**config.mk**
```make
export PLATFORM = sky130hd
export DESIGN_NAME = fci_flash_host
export DESIGN_NICKNAME = d
export VERILOG_FILES = /design/src/rtl/fci_pkg.sv /design/src/rtl/fci_bus_cycle.sv /design/src/rtl/fci_flash_host.sv
export SDC_FILE = /design/constraint.sdc
export NUM_CORES = 1
export LEC_CHECK = 0
export BUFFER_PORTS_ARGS = -buffer_cell sky130_fd_sc_hd__buf_2
export CORE_ASPECT_RATIO = 0.75
export CORE_UTILIZATION = 53
export CTS_CLUSTER_SIZE = 14
export DETAILED_ROUTE_END_ITERATION = 8
export GPL_TIMING_DRIVEN = 1
export PLACE_DENSITY = 0.76
export SYNTH_ARGS = -nofsm -noshare
export SYNTH_HDL_FRONTEND = slang
export SYNTH_HIERARCHICAL = 1
export SYNTH_SLANG_ARGS = --single-unit
```
**constraint.sdc**
```tcl
create_clock -name mclk -period 2.8 [get_ports mclk]
set_input_delay 0.42 -clock mclk [delete_from_list [all_inputs] [get_ports mclk]]
set_output_delay 0.42 -clock mclk [all_outputs]
set_load 0.02 [all_outputs]
```
**src/rtl/fci_pkg.sv**
```systemverilog
package fci_pkg;

    // ------------------------------------------------------------
    // Clock and timing
    // ------------------------------------------------------------
    localparam int CLK_PERIOD_NS = 10;     // 100 MHz mclk
    localparam int ERASE_TIME_NS = 4000000; // Longest sector erase
    localparam int PROG_TIME_NS = 35000;    // Longest byte program
    // Longest times round down to whole cycles
    localparam int ERASE_CYC = ERASE_TIME_NS / CLK_PERIOD_NS;
    localparam int PROG_CYC = PROG_TIME_NS / CLK_PERIOD_NS;
    localparam int SETUP_NS = 20;           // Address before strobe
    localparam int STROBE_NS = 240;         // Strobe low, covers access
    localparam int HOLD_NS = 20;            // Address/data after strobe
    // Least times round up to whole cycles
    localparam int SETUP_CYC = (SETUP_NS + CLK_PERIOD_NS - 1) / CLK_PERIOD_NS;
    localparam int STROBE_CYC =
        (STROBE_NS + CLK_PERIOD_NS - 1) / CLK_PERIOD_NS;
    localparam int HOLD_CYC = (HOLD_NS + CLK_PERIOD_NS - 1) / CLK_PERIOD_NS;
    localparam int POLL_MARGIN_CYC = 64;    // Slack past the longest time

    // ------------------------------------------------------------
    // Command bytes and fixed addresses
    // ------------------------------------------------------------
    localparam logic [7:0] CMD_ERASE_SETUP = 8'h20;
    localparam logic [7:0] CMD_ERASE_EXEC = 8'hd0;
    localparam logic [7:0] CMD_PROG_SETUP = 8'h10;
    localparam logic [7:0] CMD_RESET = 8'hff;
    localparam logic [7:0] CMD_READ_ID = 8'h90;
    localparam logic [18:0] ID_BASE_ADDR = 19'h00000; // Maker; +1 part
    localparam logic [18:0] ANY_ADDR = 19'h00000;     // Don't-care address
    localparam int SECTOR_LSB = 8;                    // Sector = bits 18:8

    // ------------------------------------------------------------
    // Sequence step indices and reset values
    // ------------------------------------------------------------
    localparam logic [3:0] STEP_FIRST = 4'h0;
    localparam logic [3:0] STEP_SETUP = 4'h7;  // After seven unlock reads
    localparam logic [3:0] STEP_EXEC = 4'h8;
    localparam logic [7:0] DATA_RST = 8'h00;
    localparam logic [31:0] TMO_RST = 32'h0;

    // ------------------------------------------------------------
    // Types
    // ------------------------------------------------------------
    typedef enum logic [2:0] {
        OP_READ = 3'h0,
        OP_PROGRAM = 3'h1,
        OP_ERASE = 3'h2,
        OP_RESET = 3'h3,
        OP_READ_ID = 3'h4
    } fci_op_type;

    typedef struct packed {
        fci_op_type op;     // Operation requested
        logic [18:0] addr;  // Target byte_address
        logic [7:0] data;   // program_value
    } fci_req_type;

    typedef struct packed {
        logic wr;           // Write cycle, else read
        logic [18:0] addr;
        logic [7:0] data;
        logic last;         // Final cycle of the sequence
    } fci_cyc_type;

    typedef struct packed {
        logic ce_n;
        logic oe_n;
        logic we_n;
        logic [18:0] byte_address;
        logic [7:0] data_bus_out;
        logic data_bus_oe;  // High while the host drives data_bus
    } fci_pins_type;

    localparam fci_pins_type PINS_RST = '{ce_n: 1'b1, oe_n: 1'b1,
        we_n: 1'b1, byte_address: 19'h0, data_bus_out: 8'h0,
        data_bus_oe: 1'b0};

    // Fixed read order that lifts soft_write_lock
    function automatic logic [18:0] unlock_addr(input logic [3:0] idx);
        case (idx)
            4'h0: unlock_addr = 19'h01823;
            4'h1: unlock_addr = 19'h01820;
            4'h2: unlock_addr = 19'h01822;
            4'h3: unlock_addr = 19'h00418;
            4'h4: unlock_addr = 19'h0041b;
            4'h5: unlock_addr = 19'h00419;
            default: unlock_addr = 19'h0041a;
        endcase
    endfunction

endpackage

```
**src/rtl/fci_bus_cycle.sv**
```systemverilog
`timescale 1ns/1ns
module fci_bus_cycle (
    input wire logic mclk,                   // System clock
    input wire logic rstn,                   // Async reset, active low
    input wire logic start,                  // Begin one bus cycle
    input wire fci_pkg::fci_cyc_type cyc,    // Cycle description
    input wire logic [7:0] data_bus_in,      // data_bus pin level
    output fci_pkg::fci_pins_type pins,      // Registered flash pins
    output logic done,                       // One-cycle end pulse
    output logic [7:0] rdata                 // Byte captured on reads
);

    // ------------------------------------------------------------
    // Phases, Gray coded along setup, strobe, hold
    // ------------------------------------------------------------
    typedef enum logic [1:0] {
        PH_IDLE = 2'b00,
        PH_SETUP = 2'b01,
        PH_STROBE = 2'b11,
        PH_HOLD = 2'b10
    } fci_phase_type;

    fci_phase_type ph_ff;       // Current phase
    logic [7:0] cnt_ff;         // Cycles left in phase
    logic wr_ff;                // Cycle is a write
    logic [7:0] sync1_ff;       // First synchroniser stage only
    logic [7:0] sync2_ff;       // Safe copy of data_bus
    wire cnt_zero = (cnt_ff == 8'h00);

    // ------------------------------------------------------------
    // Pin input synchroniser
    // ------------------------------------------------------------
    always_ff @(posedge mclk or negedge rstn) begin
        if (!rstn) begin
            sync1_ff <= fci_pkg::DATA_RST;
            sync2_ff <= fci_pkg::DATA_RST;
        end else begin
            sync1_ff <= data_bus_in;
            sync2_ff <= sync1_ff;
        end
    end

    // ------------------------------------------------------------
    // Phase sequencer and pins
    // ------------------------------------------------------------
    // Address stays put from setup to hold, so it is stable across
    // both the late falling edge and the early rising edge
    always_ff @(posedge mclk or negedge rstn) begin
        if (!rstn) begin
            ph_ff <= PH_IDLE;
            cnt_ff <= 8'h00;
            wr_ff <= 1'b0;
            pins <= fci_pkg::PINS_RST;
            done <= 1'b0;
            rdata <= fci_pkg::DATA_RST;
        end else begin
            done <= 1'b0;
            case (ph_ff)
                PH_IDLE: begin
                    if (start) begin
                        // Select chip, present address; drive data
                        // only for writes, with oe_n held high
                        ph_ff <= PH_SETUP;
                        cnt_ff <= 8'(fci_pkg::SETUP_CYC - 1);
                        wr_ff <= cyc.wr;
                        pins.ce_n <= 1'b0;
                        pins.byte_address <= cyc.addr;
                        pins.data_bus_out <= cyc.data;
                        pins.data_bus_oe <= cyc.wr;
                    end
                end
                PH_SETUP: begin
                    if (cnt_zero) begin
                        ph_ff <= PH_STROBE;
                        cnt_ff <= 8'(fci_pkg::STROBE_CYC - 1);
                        // Write is ce low, oe high, we low only
                        pins.we_n <= !wr_ff;
                        pins.oe_n <= wr_ff;
                    end else begin
                        cnt_ff <= cnt_ff - 8'h01;
                    end
                end
                PH_STROBE: begin
                    if (cnt_zero) begin
                        // Rising strobe latches data; sample before it
                        ph_ff <= PH_HOLD;
                        cnt_ff <= 8'(fci_pkg::HOLD_CYC - 1);
                        pins.we_n <= 1'b1;
                        pins.oe_n <= 1'b1;
                        if (!wr_ff) begin
                            rdata <= sync2_ff;
                        end
                    end else begin
                        cnt_ff <= cnt_ff - 8'h01;
                    end
                end
                default: begin
                    if (cnt_zero) begin
                        // Deselect: device returns to standby
                        ph_ff <= PH_IDLE;
                        pins.ce_n <= 1'b1;
                        pins.data_bus_oe <= 1'b0;
                        done <= 1'b1;
                    end else begin
                        cnt_ff <= cnt_ff - 8'h01;
                    end
                end
            endcase
        end
    end
endmodule

```
**src/rtl/fci_flash_host.sv**
```systemverilog
`timescale 1ns/1ns
module fci_flash_host #(
    parameter int ERASE_CYC = fci_pkg::ERASE_CYC, // Erase limit
    parameter int PROG_CYC = fci_pkg::PROG_CYC    // Program limit
) (
    input wire logic mclk,                      // System clock
    input wire logic rstn,                      // Async reset, active low
    input wire logic req_valid,                 // Request offered
    input wire fci_pkg::fci_req_type req,       // Request contents
    output logic req_ready,                     // Idle, takes a request
    input wire logic abort,                     // Abandon busy wait
    output logic resp_valid,                    // One-cycle completion
    output logic [7:0] resp_data,               // Last byte read
    output logic resp_err,                      // Timed out or aborted
    input wire logic [7:0] data_bus_in,         // data_bus pin level
    output fci_pkg::fci_pins_type flash_pins    // Flash pins
);

    // ------------------------------------------------------------
    // State
    // ------------------------------------------------------------
    typedef enum logic [1:0] {
        ST_IDLE = 2'b00,
        ST_ISSUE = 2'b01,
        ST_WAIT = 2'b11,
        ST_FINISH = 2'b10
    } fci_state_type;

    fci_state_type st_ff;        // Sequencer state
    fci_pkg::fci_op_type op_ff;  // Operation in progress
    logic [18:0] addr_ff;        // Target address
    logic [7:0] data_ff;         // Byte to program
    logic [3:0] step_ff;         // Cycle index within sequence
    logic polling_ff;            // Waiting for self-timed end
    logic have_prev_ff;          // A poll read already seen
    logic [7:0] prev_ff;         // Previous poll read
    logic [7:0] rd_ff;           // Last byte read
    logic [31:0] tmo_ff;         // Cycles spent polling
    logic abort_ff;              // Abort seen while busy
    logic err_ff;                // Ended by reset, not completion
    logic eng_done;              // Bus cycle finished
    logic [7:0] eng_rdata;       // Bus cycle read byte

    // ------------------------------------------------------------
    // Cycle decode
    // ------------------------------------------------------------
    // Every erase and program opens with the unlock reads, so the
    // lock that power-up sets never refuses them
    function automatic fci_pkg::fci_cyc_type cyc_of(
        input fci_pkg::fci_op_type op, input logic [3:0] idx,
        input logic [18:0] a, input logic [7:0] d);
        fci_pkg::fci_cyc_type c;
        c = '{wr: 1'b0, addr: a, data: d, last: 1'b1};
        case (op)
            fci_pkg::OP_PROGRAM, fci_pkg::OP_ERASE: begin
                c.last = (idx == fci_pkg::STEP_EXEC);
                if (idx < fci_pkg::STEP_SETUP) begin
                    c.addr = fci_pkg::unlock_addr(idx);
                end else if (idx == fci_pkg::STEP_SETUP) begin
                    c.wr = 1'b1;
                    c.addr = fci_pkg::ANY_ADDR;
                    c.data = (op == fci_pkg::OP_ERASE) ?
                        fci_pkg::CMD_ERASE_SETUP : fci_pkg::CMD_PROG_SETUP;
                end else begin
                    c.wr = 1'b1;
                    if (op == fci_pkg::OP_ERASE) begin
                        // Low byte is don't care; sent as zero
                        c.addr = {a[18:fci_pkg::SECTOR_LSB],
                            8'h00};
                        c.data = fci_pkg::CMD_ERASE_EXEC;
                    end
                end
            end
            fci_pkg::OP_RESET: begin
                c.wr = 1'b1;
                c.addr = fci_pkg::ANY_ADDR;
                c.data = fci_pkg::CMD_RESET;
            end
            fci_pkg::OP_READ_ID: begin
                // 90h, one code read, then FFh back to read mode
                c.wr = (idx != 4'h1);
                c.last = (idx == 4'h2);
                c.addr = (idx == 4'h1) ? (fci_pkg::ID_BASE_ADDR |
                    {18'h0, a[0]}) : fci_pkg::ANY_ADDR;
                c.data = (idx == 4'h0) ? fci_pkg::CMD_READ_ID :
                    fci_pkg::CMD_RESET;
            end
            default: ;
        endcase
        return c;
    endfunction

    wire is_mod = (op_ff == fci_pkg::OP_PROGRAM) ||
        (op_ff == fci_pkg::OP_ERASE);
    wire fci_pkg::fci_cyc_type poll_cyc =
        '{wr: 1'b0, addr: addr_ff, data: data_ff, last: 1'b1};
    wire fci_pkg::fci_cyc_type cur = polling_ff ? poll_cyc :
        cyc_of(op_ff, step_ff, addr_ff, data_ff);
    wire eng_start = (st_ff == ST_ISSUE);
    wire [31:0] tmo_lim = (op_ff == fci_pkg::OP_ERASE) ?
        32'(ERASE_CYC) : 32'(PROG_CYC);
    wire tmo_hit = (tmo_ff >= tmo_lim);
    // Two equal reads: bit 6 stopped and bit 7 is true data
    wire poll_same = have_prev_ff && (prev_ff == eng_rdata);
    wire give_up = abort_ff || tmo_hit;

    fci_bus_cycle u_cycle (
        .mclk(mclk),
        .rstn(rstn),
        .start(eng_start),
        .cyc(cur),
        .data_bus_in(data_bus_in),
        .pins(flash_pins),
        .done(eng_done),
        .rdata(eng_rdata)
    );

    // ------------------------------------------------------------
    // Busy timer and abort capture
    // ------------------------------------------------------------
    always_ff @(posedge mclk or negedge rstn) begin
        if (!rstn) begin
            tmo_ff <= fci_pkg::TMO_RST;
            abort_ff <= 1'b0;
        end else begin
            tmo_ff <= polling_ff ? tmo_ff + 32'h1 : fci_pkg::TMO_RST;
            abort_ff <= (st_ff != ST_IDLE) && (abort_ff || abort);
        end
    end

    // ------------------------------------------------------------
    // Sequencer
    // ------------------------------------------------------------
    always_ff @(posedge mclk or negedge rstn) begin
        if (!rstn) begin
            st_ff <= ST_IDLE;
            op_ff <= fci_pkg::OP_READ;
            addr_ff <= 19'h0;
            data_ff <= fci_pkg::DATA_RST;
            step_ff <= fci_pkg::STEP_FIRST;
            polling_ff <= 1'b0;
            have_prev_ff <= 1'b0;
            prev_ff <= fci_pkg::DATA_RST;
            rd_ff <= fci_pkg::DATA_RST;
            err_ff <= 1'b0;
            req_ready <= 1'b1;
            resp_valid <= 1'b0;
            resp_data <= fci_pkg::DATA_RST;
            resp_err <= 1'b0;
        end else begin
            resp_valid <= 1'b0;
            case (st_ff)
                ST_IDLE: begin
                    if (req_valid) begin
                        st_ff <= ST_ISSUE;
                        op_ff <= req.op;
                        addr_ff <= req.addr;
                        data_ff <= req.data;
                        step_ff <= fci_pkg::STEP_FIRST;
                        polling_ff <= 1'b0;
                        have_prev_ff <= 1'b0;
                        err_ff <= 1'b0;
                        req_ready <= 1'b0;
                    end
                end
                ST_ISSUE: st_ff <= ST_WAIT;
                ST_WAIT: begin
                    if (eng_done) begin
                        st_ff <= ST_ISSUE;
                        if (!cur.wr) begin
                            rd_ff <= eng_rdata;
                        end
                        if (polling_ff) begin
                            prev_ff <= eng_rdata;
                            have_prev_ff <= 1'b1;
                            if (poll_same) begin
                                st_ff <= ST_FINISH;
                            end else if (give_up) begin
                                // FFh write stops the operation
                                op_ff <= fci_pkg::OP_RESET;
                                step_ff <= fci_pkg::STEP_FIRST;
                                polling_ff <= 1'b0;
                                err_ff <= 1'b1;
                            end
                        end else if (cur.last) begin
                            if (is_mod) begin
                                polling_ff <= 1'b1;
                            end else begin
                                st_ff <= ST_FINISH;
                            end
                        end else begin
                            // Execute goes out right after setup
                            step_ff <= step_ff + 4'h1;
                        end
                    end
                end
                default: begin
                    st_ff <= ST_IDLE;
                    resp_valid <= 1'b1;
                    resp_data <= rd_ff;
                    resp_err <= err_ff;
                    req_ready <= 1'b1;
                end
            endcase
        end
    end
endmodule

```
==> results of run 1 <==
-- sequential cells by signal (all words and copies together) (netlist names), 2 cells and up --
register	count
u_cycle/pins	31
op_ff	3
addr_ff	19
u_cycle/rdata	8
u_cycle/sync2_ff	8
u_cycle/cnt_ff	8
tmo_ff	32
u_cycle/sync1_ff	8
resp_data	8
st_ff	2
u_cycle/ph_ff	2
data_ff	8
rd_ff	8
step_ff	4
prev_ff	8
-- power by group through the flow --
stage	clock, mW	sequential, mW	combinational, mW
6_report	2.33	3.28	2.46
5_1_grt	2.48	3.34	2.71
4_1_cts	2.37	3.27	2.43
3_5_place_dp	0	3.31	2.40
3_3_place_gp	0	3.27	2.30
2_1_floorplan	0	3.26	1.74
-- layer usage --
metal	track usage, %	vias up	wire length [um]
met3	5.783	19	906
met5	0	-	0
met1	32.57	2908	7911
met2	39.62	191	8538
met4	7.450	0	192
li1	-	2764	-
-- critical path, stage by stage (launching register included) --
cell      delay, ps
dfrtp_1         450
or3b_1          470
inv_2           150
ha_1            270
o211ai_1        240
o211ai_1        150
a211oi_2        320
a21oi_2         190
o41ai_1         320
-- stage by stage --
stage | instances | utilization [%]
after global routing | 1038 | 62.94
after CTS | 1038 | 62.91
after detailed placement | 1006 | 58.80
after floorplan | 748 | -
after global placement | 1006 | 58.80
final | 1038 | 62.94
-- worst paths after layout --
path	startpoint	endpoint	slack, ps
min in group mclk	data_bus_in[4]	u_cycle/sync1_ff[4]$_DFF_PN0_	90
worst max register to register	op_ff[2]$_DFFE_PN0P_	step_ff[1]$_DFFE_PN0P_	110
max in group asynchronous	rstn	addr_ff[8]$_DFFE_PN0P_	2070
worst max-delay path	op_ff[2]$_DFFE_PN0P_	step_ff[1]$_DFFE_PN0P_	110
worst min-delay path	rstn	tmo_ff[24]$_DFF_PN0_	-2
worst min register to register	u_cycle/sync1_ff[7]$_DFF_PN0_	u_cycle/sync2_ff[7]$_DFF_PN0_	350
-- repair_timing --
action,CTS,global route
cloned,0,0
pin swaps,0,1
resized for setup,1,1
setup endpoints to repair,2,8
buffers inserted,0,0
-- area by class of cell --
| cell class | instances | area share [%] |
|---|---|---|
| tap | 200 | 2.742 |
| timing repair buffer | 97 | 6.045 |
| multi-input combinational | 510 | 37.81 |
| inverter | 33 | 1.357 |
| sequential | 166 | 45.57 |
| clock buffer | 17 | 4.661 |
| clock inverter | 15 | 1.823 |
==> results.yml, run 1 <==
route:
  wl_per_cell_um: 16.91
  routed_via_density: 5.667
  drc: 0
  ant_nets: 0
  postRouteWirelength_um: 17550
  drtIter0Drc: 515
  dr_total_vias: 5882
  dr.pass1.iters: 5
cells_and_area:
  drive_gt1_share_pct: 24.34
  fillCellCount: 1139
  area_growth_pct: 15.50
  layout_common_cells: "dfrtp_1 (162), nand2_1 (95), buf_2 (82)"
  regArea_um2: 4159
  design_area_um2: 9128
  antennaDiodeCount: 0
  multi_input_area_um2: 3451
  mostFrequentLayoutCell: "dfrtp_1"
  nets: 883
pwr:
  vdd_drop_max_mv: 0.5386
  combPwrFrac_pct: 30.5
  p_leak_nw: 4.294
  power.density_nw_per_um2: 883.6
  swShare_pct: 36.81
  p_sw_mw: 2.968
  internal_power_mw: 5.096
  totalPowerFinal_mw: 8.065
  clkPwrFrac_pct: 28.9
  pwr-share-seq_pct: 40.6
sta:
  finalCritPeriodShare_pct: 96.10
  fin_crit_ps: 2691
  finalSetupTns_ps: 0
  hold-worst-slack_ps: -2.042
  hold_viol_final: 1
  slew_headroom_pct: 41.38
  drv_slew: 0
  skew_ps: 9.806
  setup_viol: 0
  timing.final.ws_setup_ps: 109.1
  rsz0062_at_grt: "false"
  worst_pin_slew_ps: 879.3
  max_freq_mhz: 371.6
synthesis:
  synth_area_per_cell_um2: 10.56
  yosysWarnings: 6
  synthCells: 748
  synth_area_um2: 7903
  synthesis.nets: 806
floorplan:
  ios: 84
  die_w_um: 143
  core_area_um2: 14500
  start_util_pct: 54.50
  die-area_um2: 15410
  fp.dieH_um: 107.8
  fp-row-count: 38
global_route:
  antenna_found_initial: 0
  grt_pass1_vias: 5775
  grt_use_total_pct: 24.45
  overflow: 0
  grt_pass1_wl_um: 28820
  grt_max_degree: 75
place:
  io_buffer_count: 83
  post_dp_cell_area_um2: 8527
  place_hpwl_um: 11880
  place_ws_ps: -34.02
  place_congestion: 1.032
setup_path:
  crit_type: "reg -> reg"
  worstSetupStartpointType: "flip-flop"
  path_max_fanout: 8
  r2r_cells: 8
  end_kind: "flip-flop"
  cp.arrival_ps: 3000
  cp.required_ps: 3110
status:
  status: "complete, but fails checks"
  violations: "negative hold slack"
clock_tree:
  htree_levels: 4
  cts_tree: "built"
  clkLatencyLatePin_ps: 430
  clk_pin_slew_ps: 70
  cts_hold_buf: 0
  cts.root.buffer_cell: "clkbuf_16"
  cts_num_sinks: 166
  clockBufferDepth: 2
  numCtsBuffers: 17
run:
  cap_violations: 0
min_path:
  hold_class: "in -> async"
No activity file was read; power rests on OpenSTA's default activity.
==> run 2, diff against run 1 <==
--- a/config.mk
+++ b/config.mk
@@ -6,7 +6,6 @@
 export NUM_CORES = 1
 export LEC_CHECK = 0
 export BUFFER_PORTS_ARGS = -buffer_cell sky130_fd_sc_hd__buf_2
-export CORE_ASPECT_RATIO = 0.75
 export CORE_UTILIZATION = 53
 export CTS_CLUSTER_SIZE = 14
 export DETAILED_ROUTE_END_ITERATION = 8
==> run 2 against run 1 <==
The flow now finishes without violations. Sequential cell count unchanged. Total power down 0.41%. Register-to-register slack better by 140 ps. Largest power group unchanged. Via count down 0.12%. Clock-buffer cell count up 1.
==> results.yml, run 2 (same netlist as run 1, synthesis figures left out) <==
setup_path:
  end_kind: "flip-flop"
  worstSetupStartpointType: "flip-flop"
  cp.required_ps: 3120
  cp.arrival_ps: 2870
  path_max_fanout: 8
  crit_type: "reg -> reg"
floorplan:
  fp-row-count: 44
  fp.dieH_um: 124.1
  die_w_um: 124.1
  ios: 84
  die-area_um2: 15400
  start_util_pct: 54.37
  core_area_um2: 14530
sta:
  worst_pin_slew_ps: 859.2
  finalCritPeriodShare_pct: 91.02
  finalSetupTns_ps: 0
  fin_crit_ps: 2549
  max_freq_mhz: 392.4
  skew_ps: 9.570
  hold_viol_final: 0
  slew_headroom_pct: 42.72
  timing.final.ws_setup_ps: 251.4
  rsz0062_at_grt: "false"
  drv_slew: 0
  setup_viol: 0
global_route:
  grt_pass1_vias: 5680
  grt_pass1_wl_um: 27570
  overflow: 0
  antenna_found_initial: 0
  grt_use_total_pct: 23.38
  grt_max_degree: 80
route:
  postRouteWirelength_um: 16800
  dr.pass1.iters: 5
  ant_nets: 0
  wl_per_cell_um: 16.49
  routed_via_density: 5.765
  drtIter0Drc: 399
  drc: 0
  dr_total_vias: 5875
place:
  post_dp_cell_area_um2: 8484
  placed_cells: 987
  place_hpwl_um: 11510
  place_ws_ps: 125.1
  place_congestion: 0.9124
  io_buffer_count: 83
pwr:
  p_leak_nw: 4.287
  totalPowerFinal_mw: 8.031
  power.density_nw_per_um2: 884.0
  vdd_drop_max_mv: 0.5749
cells_and_area:
  layout_common_cells: "dfrtp_1 (162), nand2_1 (95), buf_2 (82)"
  top_register: "tmo_ff"
  regArea_um2: 4159
  nets: 880
  mostFrequentLayoutCell: "dfrtp_1"
  reg_top3: "tmo_ff (32), u_cycle/pins (31), addr_ff (19)"
  area_growth_pct: 14.96
  largest_register_ffs: 32
  final_cells: 1019
  multi_input_area_um2: 3451
  antennaDiodeCount: 0
  fillCellCount: 1176
  drive_gt1_share_pct: 24.07
  design_area_um2: 9085
clock_tree:
  clkLatencyLatePin_ps: 430
  numCtsBuffers: 17
  htree_levels: 4
  cts.root.buffer_cell: "clkbuf_16"
  cts_hold_buf: 0
  clockBufferDepth: 2
  cts_num_sinks: 166
  post_cts_resized: 0
  clk_pin_slew_ps: 70
  cts_tree: "built"
  postCtsSetupRepairBufs: 0
min_path:
  hold_class: "in -> async"
run:
  cap_violations: 0
status:
  status: "completed"
==> run 2: critical path, cell delays in order (launching register included) <==
cell      delay, ps
dfrtp_1         370
or3b_1          510
ha_1            350
a211oi_1        240
o211ai_1        140
a211oi_2        340
a21oi_2         180
o311a_1         310
==> run 2: metal layers <==
layer | up-vias | track usage [%] | share of wire (%)
li1 | 2774 | - | -
met1 | 2881 | 30.22 | 43
met2 | 179 | 37.98 | 50
met3 | 41 | 5.632 | 4.9
met4 | 0 | 9.003 | 2.0
met5 | - | 0 | 0
==> run 2: area by class of cell <==
| type | count | area share (%) |
|---|---|---|
| Clock buffer | 18 | 4.834 |
| Clock inverter | 14 | 1.680 |
| Inverter | 33 | 1.363 |
| Multi-Input combinational cell | 510 | 37.98 |
| Sequential cell | 166 | 45.78 |
| Tap cell | 184 | 2.534 |
| Timing Repair Buffer | 94 | 5.826 |
==> run 2: power breakdown <==
group	switching (mW)	leakage (nW)	internal, mW
logic	1.44	1.85	0.942
clock network	1.05	0.290	1.29
registers	0.433	2.14	2.87
total	2.93	4.29	5.10
==> run 2: stage by stage <==
stage | util, % | hold WS (ps)
2_1_floorplan | - | 124.4
3_3_place_gp | 58.38 | 333.0
3_5_place_dp | 58.38 | 334.7
4_1_cts | 62.45 | 55.33
5_1_grt | 62.51 | 74.25
6_report | 62.51 | 3.977
==> run 2: final timing paths <==
path,endpoint,depth (start not counted),slack (ps),startpoint
max,err_ff$_DFFE_PN0P_,7,250,op_ff[2]$_DFFE_PN0P_
min,resp_valid$_DFF_PN0_,1,4,rstn
max reg2reg,err_ff$_DFFE_PN0P_,7,250,op_ff[2]$_DFFE_PN0P_
min reg2reg,u_cycle/sync2_ff[3]$_DFF_PN0_,0,350,u_cycle/sync1_ff[3]$_DFF_PN0_
max in group asynchronous,u_cycle/pins[30]$_DFFE_PN1P_,2,2020,rstn
min in group mclk,u_cycle/sync1_ff[3]$_DFF_PN0_,1,90,data_bus_in[3]
==> run 3, diff against run 2 <==
==> constraint.sdc (replaced) <==
create_clock -name mclk -period 2.3 [get_ports mclk]
set_input_delay 0.345 -clock mclk [delete_from_list [all_inputs] [get_ports mclk]]
set_output_delay 0.345 -clock mclk [all_outputs]
set_load 0.02 [all_outputs]
==> run 3 against run 2 <==
The run now ends with negative setup slack left. Cell count increased by 2.9%. Sequential share of layout area decreased by 1.4 points. Clock skew increased by 0.65 ps. Hold slack improved by 15 ps. Die area unchanged. Wire length increased by 1.2%. Non-clock buffer count increased by 28. Setup slack got worse by 320 ps. Clock power increased by 19%. Global-route usage increased by 0.46 points. Sequential cell count unchanged. Design area increased by 3.3%. Largest power group unchanged.
==> results.yml, run 3 (same netlist as run 1, synthesis figures left out) <==
status:
  status: "complete, but fails checks"
  violations: "negative setup slack"
sta:
  rsz0062_at_grt: "true"
  hold-worst-slack_ps: 18.52
  skew_ps: 10.22
  setup_viol: 9
  finalSetupTns_ps: -243.0
  drv_slew: 0
  finalCritPeriodShare_pct: 102.9
  timing.final.ws_setup_ps: -67.55
  worst_pin_slew_ps: 568.3
  slew_headroom_pct: 62.12
  max_freq_mhz: 422.4
  fin_crit_ps: 2368
  hold_viol_final: 0
setup_path:
  r2r_cells: 8
  slowest_delay_ps: 460
  cp.arrival_ps: 2680
  cp_slowest_cell: "or3b_4"
  cpMostUsedCell: "o211ai_1"
  worstPathCellList: "or3b_4 > clkinv_4 > ha_4 > o211ai_1 > o211ai_1 > a211oi_2 > a21oi_4 > o31a_1"
  cp.required_ps: 2610
  path_buf_inv: 1
  reg2reg_slack_ps: -70
  cpLargestDelayFamily: "compound AO/OA/AOI/OAI gates"
  path_max_fanout: 8
  worstSetupStartpointType: "flip-flop"
  r2r_start: "op_ff[2]$_DFFE_PN0P_"
  crit_type: "reg -> reg"
  end_kind: "flip-flop"
  rr_endpoint: "op_ff[0]$_DFFE_PN0P_"
clock_tree:
  clk_pin_slew_ps: 70
  numCtsBuffers: 17
  cts_tree: "built"
  cts_num_sinks: 166
  htree_levels: 4
  clockBufferDepth: 2
  clkLatencyLatePin_ps: 430
  cts.root.buffer_cell: "clkbuf_16"
floorplan:
  start_util_pct: 54.37
  fp-row-count: 44
  ios: 84
  fp.dieH_um: 124.1
  die_w_um: 124.1
  core_area_um2: 14530
  die-area_um2: 15400
route:
  dr.pass1.iters: 5
  wl_per_cell_um: 16.21
  drtIter0Drc: 387
  routed_via_density: 5.678
  drc: 0
  ant_nets: 0
  postRouteWirelength_um: 17000
  dr_total_vias: 5956
pwr:
  power.density_nw_per_um2: 1059
  swShare_pct: 36.85
  clkPwrFrac_pct: 27.9
  pwr-share-seq_pct: 39.9
  internal_power_mw: 6.274
  p_sw_mw: 3.661
  totalPowerFinal_mw: 9.935
  combPwrFrac_pct: 32.2
  vdd_drop_max_mv: 0.6772
  p_leak_nw: 4.414
global_route:
  overflow: 0
  grt_max_degree: 83
  grt_use_total_pct: 23.84
  grt_pass1_vias: 5945
  antenna_found_initial: 2
  grt_pass1_wl_um: 28470
cells_and_area:
  largest_register_ffs: 32
  reg_top3: "tmo_ff (32), u_cycle/pins (31), addr_ff (19)"
  postLayoutCoreUtil_pct: 64.55
  drive_gt1_share_pct: 26.65
  top_register: "tmo_ff"
  final_cells: 1049
  nets: 908
  layout_common_cells: "dfrtp_1 (162), nand2_1 (95), buf_2 (82)"
  mostFrequentLayoutCell: "dfrtp_1"
  area_growth_pct: 18.71
  design_area_um2: 9382
min_path:
  holdPathEnd: "u_cycle/sync1_ff[2]$_DFF_PN0_"
  hold_class: "in -> reg"
  min_from: "data_bus_in[2]"
  worstHoldPathCells: 1
place:
  post_dp_cell_area_um2: 8648
  place_hpwl_um: 11580
  place_congestion: 0.8616
  io_buffer_count: 83
  place_ws_ps: -192.0
  placed_cells: 1003
run:
  cap_violations: 0
-- run 3: power by group through the flow --
stage	clock network, mW	logic [mW]	registers (mW)
finish	2.78	3.20	3.96
detailed placement	0	3.06	4.00
CTS	2.83	3.15	3.95
global placement	0	2.95	3.97
global route	2.96	3.53	4.05
floorplan	0	2.15	3.97
-- run 3: metal layers --
layer	track usage, %	vias up	part of all wire, %
li1	-	2828	-
met4	8.036	0	1.4
met1	31.80	2958	44
met5	0	-	0
met3	5.403	24	4.2
met2	38.36	146	51
-- run 3: how the worst max path moves through the flow --
stage                               from                   end  slack, ps  depth (start not counted)
detailed placement  op_ff[2]$_DFFE_PN0P_    err_ff$_DFFE_PN0P_       -190                          8
finish              op_ff[2]$_DFFE_PN0P_  op_ff[0]$_DFFE_PN0P_        -70                          8
CTS                 op_ff[2]$_DFFE_PN0P_    err_ff$_DFFE_PN0P_        -20                          8
floorplan           op_ff[0]$_DFFE_PN0P_    err_ff$_DFFE_PN0P_        -50                         10
global placement    op_ff[2]$_DFFE_PN0P_    err_ff$_DFFE_PN0P_        -80                          8
global route        op_ff[2]$_DFFE_PN0P_  op_ff[0]$_DFFE_PN0P_       -200                          8
-- run 3: final cells by class --
type,instances,area (um2)
antenna,2,5.005
clock buffer,17,425.4
clock inverter,15,157.7
fill,1142,5152
inverter,33,128.9
multi-input combinational,510,3511
sequential,166,4159
tap,184,230.2
timing repair buffer,122,764.5
-- run 3: timing repair --
item / in CTS / in global routing
endpoints found under the setup margin: 8 / 9
gates resized for setup: 4 / 3
hold endpoints to repair: 10 / 3
hold buffers: 2 / 3
pin swaps: 1 / 4
setup buffers: 5 / 2
